<file path="config.mk">
export PLATFORM = sky130hd
export DESIGN_NAME = isr_input_routing
export DESIGN_NICKNAME = d
export VERILOG_FILES = /design/src/isr_latch_decode.v /design/src/isr_input_routing.v
export VERILOG_INCLUDE_DIRS = /design/src
export SDC_FILE = /design/constraint.sdc
export NUM_CORES = 1
export LEC_CHECK = 0
export BUFFER_PORTS_ARGS = -buffer_cell sky130_fd_sc_hd__buf_4
export CORE_AREA = 2 2 95 97
export CTS_BUF_LIST = sky130_fd_sc_hd__clkbuf_8
export CTS_CLUSTER_DIAMETER = 200
export CTS_CLUSTER_SIZE = 20
export DETAILED_ROUTE_END_ITERATION = 16
export DIE_AREA = 0 0 97 99
export MAX_ROUTING_LAYER = met4
export PLACE_DENSITY = 0.75
export SLEW_MARGIN = 20
export SYNTH_ARGS = -nofsm -noshare
export SYNTH_HDL_FRONTEND = slang
export SYNTH_HIERARCHICAL = 1
export SYNTH_SLANG_ARGS = --single-unit
</file>
<file path="constraint.sdc">
create_clock -name clk -period 2.58 [get_ports clk]
set_input_delay 0.516 -clock clk [delete_from_list [all_inputs] [get_ports clk]]
set_output_delay 0.516 -clock clk [all_outputs]
set_load 0.02 [all_outputs]
</file>
<file path="src/isr_defs.vh">
// register map and field layout of the input routing block
// included by the routing design files; definitions only
`ifndef ISR_DEFS_VH
`define ISR_DEFS_VH
`define ISR_OFF_MAP 4'h0
`define ISR_OFF_INV 4'h4
`define ISR_OFF_ACTMAP 4'h8
`define ISR_OFF_ACTINV 4'hC
`define ISR_OFF_INPUTS 5'h10
`define ISR_MAP_RST 16'h8888
`define ISR_INV_RST 16'h0000
`define ISR_FLD_HOME 0
`define ISR_FLD_LATCH1 4
`define ISR_FLD_LATCH2 8
`define ISR_FLD_LATCH3 12
`define ISR_SEL_NEVER 4'h8
`define ISR_SEL_ALWAYS 4'h9
`define ISR_SEL_INVBASE 4'hD
`define ISR_SEL_DIRBASE 4'h5
`endif

</file>
<file path="src/isr_latch_decode.v">
// one external latch selector decoder
// assumes terminals already synchronised
`timescale 1ns/10ps
`include "isr_defs.vh"
module isr_latch_decode (
  input wire [3:0] sel,
  input wire [7:0] term,
  output reg hit
);
  always @* begin
    hit = 1'b0;
    case (sel)
      4'h5: hit = term[5];
      4'h6: hit = term[6];
      4'h7: hit = term[7];
      4'hD: hit = ~term[5];
      4'hE: hit = ~term[6];
      4'hF: hit = ~term[7];
      // codes 0..4 and 8..C read inactive
      default: hit = 1'b0;
    endcase
  end
endmodule

</file>
<file path="src/isr_input_routing.v">
// input terminal routing with output inversion, Wishbone classic slave
// assumes one clock, synchronous active-low reset, single-cycle Wishbone master
// How it works
// decel switch selector 0..7 picks terminal 0..7, active while ON.
// decel switch selector 8 keeps the function always inactive.
// decel switch selector 9 keeps the function always active.
// latch 1 codes 0..4 inactive; 5..7 route terminals 5..7 direct.
// latch 1 codes D..F route terminals 5..7 inverted.
// latch 2 and 3 selectors decode like latch 1.
// selection word is 16 bits, four 4-bit selector nibbles.
// output inversion word has one digit per output, reset zero.
// inversion digit 0 passes output, 1 inverts it.
// written settings take effect only after the next reset; a reset held over a second edge restores the defaults instead.
// terminals pass a two-flop synchroniser before routing.
`timescale 1ns/10ps
`include "isr_defs.vh"
module isr_input_routing #(
  parameter NUM_OUT = 4
) (
  input wire clk,
  input wire rstn,
  input wire wb_cyc_i,
  input wire wb_stb_i,
  input wire wb_we_i,
  input wire [4:0] wb_adr_i,
  input wire [3:0] wb_sel_i,
  input wire [31:0] wb_dat_i,
  output reg [31:0] wb_dat_o,
  output reg wb_ack_o,
  output wire wb_err_o,
  input wire [7:0] ioConnectorInputTerminal,
  input wire [NUM_OUT-1:0] outFunc,
  output reg [NUM_OUT-1:0] outTerminal,
  output reg homingDecelSwitchIn,
  output reg extLatchOneIn,
  output reg extLatchTwoIn,
  output reg extLatchThreeIn
);
  reg [15:0] mapSet_ff;
  reg [15:0] invSet_ff;
  reg [15:0] mapAct_ff;
  reg [15:0] invAct_ff;
  reg [7:0] syncA_ff;
  reg [7:0] syncB_ff;
  reg [31:0] nxt_rd;
  reg hitHome;
  wire hit1;
  wire hit2;
  wire hit3;
  wire [3:0] homeSel;
  wire [3:0] latch1Sel;
  wire [3:0] latch2Sel;
  wire [3:0] latch3Sel;
  wire busReq;
  wire takeReq;
  wire wrStb;
  wire selMap;
  wire selInv;
  wire selActMap;
  wire selActInv;
  wire selInputs;
  wire adrOk;
  integer i;

  // unmapped addresses still ack, reading zero; err kept idle
  assign wb_err_o = 1'b0;

  // a request is taken once; the ack that answers it is never stretched
  assign busReq = wb_cyc_i & wb_stb_i;
  assign takeReq = busReq & ~wb_ack_o;
  // writes land on the edge where the master sees ack, request still held
  assign wrStb = busReq & wb_we_i & wb_ack_o;

  // address decode
  assign selMap = (wb_adr_i == {1'b0, `ISR_OFF_MAP});
  assign selInv = (wb_adr_i == {1'b0, `ISR_OFF_INV});
  assign selActMap = (wb_adr_i == {1'b0, `ISR_OFF_ACTMAP});
  assign selActInv = (wb_adr_i == {1'b0, `ISR_OFF_ACTINV});
  assign selInputs = (wb_adr_i == `ISR_OFF_INPUTS);
  assign adrOk = selMap | selInv | selActMap | selActInv | selInputs;

  always @* begin
    nxt_rd = 32'h00000000;
    if (selMap) begin
      nxt_rd = {16'h0000, mapSet_ff};
    end else if (selInv) begin
      nxt_rd = {16'h0000, invSet_ff};
    end else if (selActMap) begin
      nxt_rd = {16'h0000, mapAct_ff};
    end else if (selActInv) begin
      nxt_rd = {16'h0000, invAct_ff};
    end else if (selInputs) begin
      nxt_rd = {24'h000000, syncB_ff};
    end
  end

  // read data stands only in the ack cycle, zero otherwise
  always @(posedge clk) begin
    if (!rstn) begin
      wb_ack_o <= 1'b0;
      wb_dat_o <= 32'h00000000;
    end else begin
      wb_ack_o <= takeReq;
      if (takeReq && !wb_we_i && adrOk) begin
        wb_dat_o <= nxt_rd;
      end else begin
        wb_dat_o <= 32'h00000000;
      end
    end
  end

  // written settings; the active copies and the terminal word are read-only
  always @(posedge clk) begin
    if (!rstn) begin
      mapSet_ff <= `ISR_MAP_RST;
      invSet_ff <= `ISR_INV_RST;
    end else if (wrStb && selMap) begin
      if (wb_sel_i[0]) begin
        mapSet_ff[7:0] <= wb_dat_i[7:0];
      end
      if (wb_sel_i[1]) begin
        mapSet_ff[15:8] <= wb_dat_i[15:8];
      end
    end else if (wrStb && selInv) begin
      if (wb_sel_i[0]) begin
        invSet_ff[7:0] <= wb_dat_i[7:0];
      end
      if (wb_sel_i[1]) begin
        invSet_ff[15:8] <= wb_dat_i[15:8];
      end
    end
  end

  // the active copy follows the written value at every reset edge; since the
  // written registers reset too, a reset held over a second edge brings the
  // defaults back, so a setting carries over only a one-edge reset pulse
  always @(posedge clk) begin
    if (!rstn) begin
      mapAct_ff <= mapSet_ff;
      invAct_ff <= invSet_ff;
    end
  end

  // only the second stage reads the first, so no half-settled level leaks on
  always @(posedge clk) begin
    if (!rstn) begin
      syncA_ff <= 8'h00;
      syncB_ff <= 8'h00;
    end else begin
      syncA_ff <= ioConnectorInputTerminal;
      syncB_ff <= syncA_ff;
    end
  end

  // one selector nibble per function
  assign homeSel = mapAct_ff[`ISR_FLD_HOME +: 4];
  assign latch1Sel = mapAct_ff[`ISR_FLD_LATCH1 +: 4];
  assign latch2Sel = mapAct_ff[`ISR_FLD_LATCH2 +: 4];
  assign latch3Sel = mapAct_ff[`ISR_FLD_LATCH3 +: 4];

  // codes A..F are undefined for this function and read inactive
  always @* begin
    hitHome = 1'b0;
    case (homeSel)
      4'h0: hitHome = syncB_ff[0];
      4'h1: hitHome = syncB_ff[1];
      4'h2: hitHome = syncB_ff[2];
      4'h3: hitHome = syncB_ff[3];
      4'h4: hitHome = syncB_ff[4];
      4'h5: hitHome = syncB_ff[5];
      4'h6: hitHome = syncB_ff[6];
      4'h7: hitHome = syncB_ff[7];
      `ISR_SEL_NEVER: hitHome = 1'b0;
      `ISR_SEL_ALWAYS: hitHome = 1'b1;
      default: hitHome = 1'b0;
    endcase
  end

  // the three latch inputs use instances of one decoder module, so they cannot drift apart
  // see R04
  isr_latch_decode u_latch1 (
    .sel(latch1Sel),
    .term(syncB_ff),
    .hit(hit1)
  );

  isr_latch_decode u_latch2 (
    .sel(latch2Sel),
    .term(syncB_ff),
    .hit(hit2)
  );

  isr_latch_decode u_latch3 (
    .sel(latch3Sel),
    .term(syncB_ff),
    .hit(hit3)
  );

  // function levels leave from flops: terminal to function is three edges
  always @(posedge clk) begin
    if (!rstn) begin
      homingDecelSwitchIn <= 1'b0;
      extLatchOneIn <= 1'b0;
      extLatchTwoIn <= 1'b0;
      extLatchThreeIn <= 1'b0;
    end else begin
      homingDecelSwitchIn <= hitHome;
      extLatchOneIn <= hit1;
      extLatchTwoIn <= hit2;
      extLatchThreeIn <= hit3;
    end
  end

  // digit i sits at bit 4*i, so the word holds at most four outputs
  always @(posedge clk) begin
    if (!rstn) begin
      outTerminal <= {NUM_OUT{1'b0}};
    end else begin
      for (i = 0; i < NUM_OUT; i = i + 1) begin
        outTerminal[i] <= outFunc[i] ^ invAct_ff[4*i];
      end
    end
  end
endmodule

</file>
==> results.py, run 1 <==
metrics = {
    "clocking": {
        "cts_buffers": 9,
        "cts_hold_buf": 0,
        "clk_latency_ns": 0.37,
        "root_buffer": "clkbuf_8",
        "cts_buffer_depth": 2,
        "cts_setup_buffers": 0,
        "cts_tree": "yes",
        "path_clk_slew_ns": 0.09,
        "htreeDepth": 3,
        "ctsResizeCount": 0,
        "numClockSinks": 105,
    },
    "drt": {
        "totalWireLength_um": 8756,
        "via_per_inst": 5.214,
        "via_count": 2857,
        "routedWlPerCell_um": 15.98,
        "drtIter0Drc": 128,
        "ant_nets": 0,
        "dr.pass1.iters": 4,
        "drc": 0,
    },
    "placed_design": {
        "place_congestion": 0.9096,
        "dpl_worst_slack_ns": 0.2608,
        "portBuffers": 64,
        "hpwlAfterDp_um": 5925,
    },
    "timing": {
        "hold_viol": 0,
        "finalSetupTns_ns": 0,
        "fmax_mhz": 517.0,
        "setup_violations": 0,
        "fin_crit_sh_pct": 74.97,
        "maxSlewViolCount": 0,
        "rsz0062_at_grt": "false",
        "worst_pin_slew_ns": 0.5191,
        "setup_slack_ns": 0.6457,
        "skew_ns": 0.008410,
        "maxSlewHeadroom_pct": 64.50,
        "fin_crit_ns": 1.934,
    },
    "layout": {
        "seq_area_um2": 2422,
        "layout_common_cells": "buf_4, dfxtp_1, nor2_1",
        "drive_above_1_share_pct": 23.18,
        "multi_input_area_um2": 1580,
        "syn2layout_area_growth_pct": 19.42,
        "antenna_cells": 0,
        "final_common_cell": "buf_4",
        "fin_nets": 493,
        "final.fill_count": 706,
    },
    "power": {
        "p_sw_w": 0.0006839,
        "powerDensity_nw_per_um2": 602.7,
        "p_comb_share_pct": 7.5,
        "seq_power_share_pct": 58.7,
        "ir_drop_mv": 0.3513,
        "intPower_w": 0.002298,
        "p_leak_nw": 2.099,
        "p_sw_share_pct": 22.94,
        "p_clk_share_pct": 33.8,
    },
    "setup_path": {
        "required_ns": 2.79,
        "crit_path_start_kind": "primary input",
        "r2r-start": "wb_ack_o$_SDFF_PN0_",
        "crit_fanout": 14,
        "worstReg2RegEnd": "wb_dat_o[2]$_SDFF_PN0_",
        "path_class": "primary input to register",
        "rrSetupSlack_ns": 0.80,
        "critPathCaptureType": "register",
        "reg2regPathDepth": 4,
        "startpoint": "wb_adr_i[3]",
        "crit_arrival_ns": 2.14,
    },
    "synth": {
        "ys_seq_area_share_pct": 58.47,
        "synth_cells": 362,
        "yosys_warnings": 6,
        "synthTopCellsByArea": "dfxtp_1, edfxtp_1, mux2i_1",
        "yosysTopAreaCell": "dfxtp_1",
        "synthArstFlopShare_pct": 0,
        "synth_cell_types": 37,
        "synth_area_um2": 4143,
        "synth_top_area_share_pct": 35.28,
        "synth_edf_count": 32,
        "synth_seq_cells": 105,
        "syn-mean-instance-area_um2": 11.44,
        "synth_ff_type": "dfxtp_1",
    },
    "global_routing": {
        "overflow": 0,
        "antenna_found_initial": 0,
        "grt_max_degree": 28,
        "grt_pass1_vias": 2888,
        "grt_usage_pct": 19.58,
        "grt_first_pass_wirelength_um": 14210,
    },
    "hold_path": {
        "min_from": "ioConnectorInputTerminal[6]",
        "min_to": "syncA_ff[6]$_SDFF_PN0_",
        "hp-class": "primary input to register",
        "whs_path_depth": 2,
    },
    "die": {
        "start_util_pct": 48.45,
        "die_area_um2": 9603,
        "die_w_um": 97,
        "die-height_um": 99,
        "io_pins": 100,
        "num_rows": 34,
        "coreArea_um2": 8551,
    },
    "outcome": {
        "status": "finished, final reports clean",
    },
    "flow_run": {
        "maxCapViolCount": 0,
    },
}
power by group through the flow:
stage	Clock, W	Combinational, W	Sequential (W)
detailed placement	0	0.000224	0.00179
CTS	0.00102	0.000225	0.00175
finish	0.00101	0.000224	0.00175
floorplan	0	0.000134	0.00179
global placement	0	0.000219	0.00179
global route	0.00110	0.000245	0.00175
registers in the layout (all words and copies together) (netlist names):
name,cells
homingDecelSwitchIn,1
mapSet_ff,16
outTerminal,4
wb_dat_o,16
extLatchThreeIn,1
extLatchOneIn,1
mapAct_ff,16
syncA_ff,8
invSet_ff,16
extLatchTwoIn,1
syncB_ff,8
invAct_ff,16
wb_ack_o,1
layout make-up:
class                   count  area share (%)
repair buffers             78           12.09
clock inverters             6           1.189
inverters                   4          0.3035
flip-flops and latches    105           48.96
multi-input cells         237           31.94
clock buffers              10           2.782
well taps                 108           2.731
synthesized netlist by cell type (4+ instances only):
| cell | instances |
|---|---|
| dfxtp_1 | 73 |
| buf_4 | 17 |
| xor2_1 | 6 |
| a21oi_1 | 17 |
| edfxtp_1 | 32 |
| mux2i_1 | 52 |
| and2_1 | 19 |
| nand2_1 | 9 |
| o22ai_1 | 8 |
| clkbuf_1 | 11 |
| a2111oi_0 | 14 |
| nor2_1 | 57 |
| xnor2_1 | 4 |
| mux2_2 | 4 |
cell families after synthesis:
kind of cell | after synthesis | synth area share [%]
AND/OR/NAND/NOR | 105 | 13.05
AO/OA/AOI/OAI | 49 | 7.792
flip-flops | 105 | 58.47
multiplexers | 56 | 13.65
XOR/XNOR | 10 | 2.114
other | 1 | 0.09052
buffers and inverters | 36 | 4.832
worst max-delay path: stages:
cell	delay [ns]
buf_4	0.18
or4_4	0.55
nor2_1	0.13
buf_4	0.19
a21oi_1	0.07
a2111oi_0	0.51
worst max-delay path by stage:
stage | end
floorplan | invAct_ff[0]$_DFFE_PN_
global placement | wb_dat_o[7]$_SDFF_PN0_
detailed placement | wb_dat_o[1]$_SDFF_PN0_
CTS | wb_dat_o[7]$_SDFF_PN0_
global route | wb_dat_o[7]$_SDFF_PN0_
finish | wb_dat_o[7]$_SDFF_PN0_
through the flow:
step | total power (W) | instances | hold WS, ns | instance area, um2 | utilization (%)
after global routing | 0.003094 | 548 | 0.3428 | 4947 | 57.86
final | 0.002982 | 548 | 0.3549 | 4947 | 57.86
after floorplan | 0.001924 | 378 | 0.4119 | 4203 | -
after global placement | 0.002006 | 532 | 0.4163 | 4751 | 55.56
after detailed placement | 0.002012 | 532 | 0.4169 | 4751 | 55.56
after CTS | 0.002998 | 548 | 0.3441 | 4947 | 57.86
routing by layer:
layer	vias up	wire [um]	track usage, %
met5	-	0	-
met4	0	197	9.534
met3	20	651	4.255
met2	124	4104	29.11
met1	1313	3802	25.55
li1	1400	-	-
(Power assumes the default switching activity.)
==> inputs of run 2 (changes only) <==
==> constraint.sdc (replaced) <==
create_clock -name clk -period 1.8 [get_ports clk]
set_input_delay 0.36 -clock clk [delete_from_list [all_inputs] [get_ports clk]]
set_output_delay 0.36 -clock clk [all_outputs]
set_load 0.02 [all_outputs]
==> run 2 against run 1 <==
  * Via count up 2.2%
  * Register-to-register slack worse by 0.67 ns
  * Setup slack worse by 0.52 ns
  * Combinational power up 54%
  * Clock power up 43%
  * Wire length up 1.5%
  * First-iteration DRC count up 23%
  * Non-clock buffer count up 15
  * Cell area up 3.0%
  * Critical path depth down 2
  * Core utilization up 1.7 points
  * Cell count up 2.7%
  * Largest power group unchanged
  * Highest routed layer unchanged
==> results.py, run 2 (synthesis gave the netlist of run 1 again) <==
metrics = {
    "outcome": {
        "status": "finished, final reports clean",
    },
    "timing": {
        "skew_ns": 0.009864,
        "fmax_mhz": 598.3,
        "finalSetupTns_ns": 0,
        "rsz0062_at_grt": "false",
        "maxSlewViolCount": 0,
        "fin_crit_ns": 1.672,
        "setup_violations": 0,
        "fin_crit_sh_pct": 92.86,
        "hold_viol": 0,
    },
    "die": {
        "io_pins": 100,
        "die_area_um2": 9603,
        "die-height_um": 99,
        "start_util_pct": 48.45,
        "num_rows": 34,
        "coreArea_um2": 8551,
        "die_w_um": 97,
    },
    "drt": {
        "dr.pass1.iters": 6,
        "via_per_inst": 5.185,
        "ant_nets": 0,
        "drtIter0Drc": 158,
        "via_count": 2919,
        "routedWlPerCell_um": 15.79,
        "totalWireLength_um": 8888,
        "drc": 0,
    },
    "setup_path": {
        "crit_arrival_ns": 1.89,
        "path_class": "register to register",
        "crit_fanout": 8,
        "crit_path_start_kind": "register",
        "required_ns": 2.02,
        "critPathCaptureType": "register",
    },
    "power": {
        "power_w": 0.004285,
        "powerDensity_nw_per_um2": 841.2,
        "ir_drop_mv": 0.5003,
        "p_leak_nw": 2.176,
    },
    "clocking": {
        "clk_latency_ns": 0.36,
        "numClockSinks": 105,
        "cts_hold_buf": 0,
        "path_clk_slew_ns": 0.10,
        "root_buffer": "clkbuf_8",
        "cts_buffers": 9,
        "cts_tree": "yes",
        "cts_buffer_depth": 2,
        "htreeDepth": 3,
    },
    "layout": {
        "final.fill_count": 698,
        "syn2layout_area_growth_pct": 22.95,
        "final_common_cell": "buf_4",
        "antenna_cells": 0,
        "fin_util_pct": 59.57,
        "fin_nets": 508,
        "drive_above_1_share_pct": 26.15,
        "layout_common_cells": "buf_4, dfxtp_1, nor2_1",
    },
    "flow_run": {
        "maxCapViolCount": 0,
    },
    "global_routing": {
        "overflow": 0,
        "grt_pass1_vias": 2825,
        "grt_first_pass_wirelength_um": 14140,
        "grt_usage_pct": 19.46,
        "antenna_found_initial": 0,
        "grt_max_degree": 25,
    },
    "placed_design": {
        "place_congestion": 0.9049,
        "portBuffers": 64,
        "hpwlAfterDp_um": 6084,
    },
    "hold_path": {
        "hp-class": "primary input to register",
    },
}
-- run 2: path summary, 6_finish.rpt --
path,to,startpoint,depth (start not counted),slack [ns]
min reg2reg,syncB_ff[6]$_SDFF_PN0_,syncA_ff[6]$_SDFF_PN0_,1,0.43
min,syncA_ff[3]$_SDFF_PN0_,ioConnectorInputTerminal[3],2,0.19
max,wb_dat_o[15]$_SDFF_PN0_,wb_ack_o$_SDFF_PN0_,4,0.13
max reg2reg,wb_dat_o[15]$_SDFF_PN0_,wb_ack_o$_SDFF_PN0_,4,0.13
-- run 2: what timing repair did --
action,in CTS,in global routing
endpoints found under the setup margin,1,4
setup buffers,0,0
gates cloned,0,0
gates resized for setup,2,3
-- run 2: final cells by class --
cell class | count | area, um2 | share of cell area, %
inverter | 4 | 15.01 | 0.2948
sequential | 105 | 2422 | 47.56
tap | 108 | 135.1 | 2.653
clock inverter | 7 | 70.07 | 1.376
multi-input combinational | 237 | 1592 | 31.25
clock buffer | 9 | 123.9 | 2.432
timing repair buffer | 93 | 735.7 | 14.44
-- run 2: metrics by stage --
stage	instances	setup WS, ns	hold WS (ns)	area, um2
floorplan	378	-0.08153	0.4119	4204
global route	563	0.03440	0.1877	5094
finish	563	0.1285	0.1949	5094
CTS	563	0.03484	0.1871	5089
detailed placement	547	-0.3640	0.4169	4888
global placement	547	-0.3379	0.4161	4888
-- run 2: report_power, final --
group / leakage [nW] / internal, W / switching (W)
clock network: 0.105 / 0.000646 / 0.000790
registers: 0.909 / 0.00248 / 0.0000256
logic: 1.16 / 0.000154 / 0.000190
-- run 2: per-layer routing --
layer	share of wire (%)	routed length (um)	vias up	global-route usage, %
met3	6.8	603	19	3.972
li1	-	-	1428	-
met1	43	3815	1358	24.29
met5	0	0	-	-
met2	48	4278	114	31.20
met4	2.1	191	0	7.801
-- run 2: critical path, stage by stage, from the launching register on --
cell       delay (ns)
dfxtp_1          0.34
and4b_1          0.26
nor2b_1          0.21
nand2_1          0.24
a2111oi_0        0.48
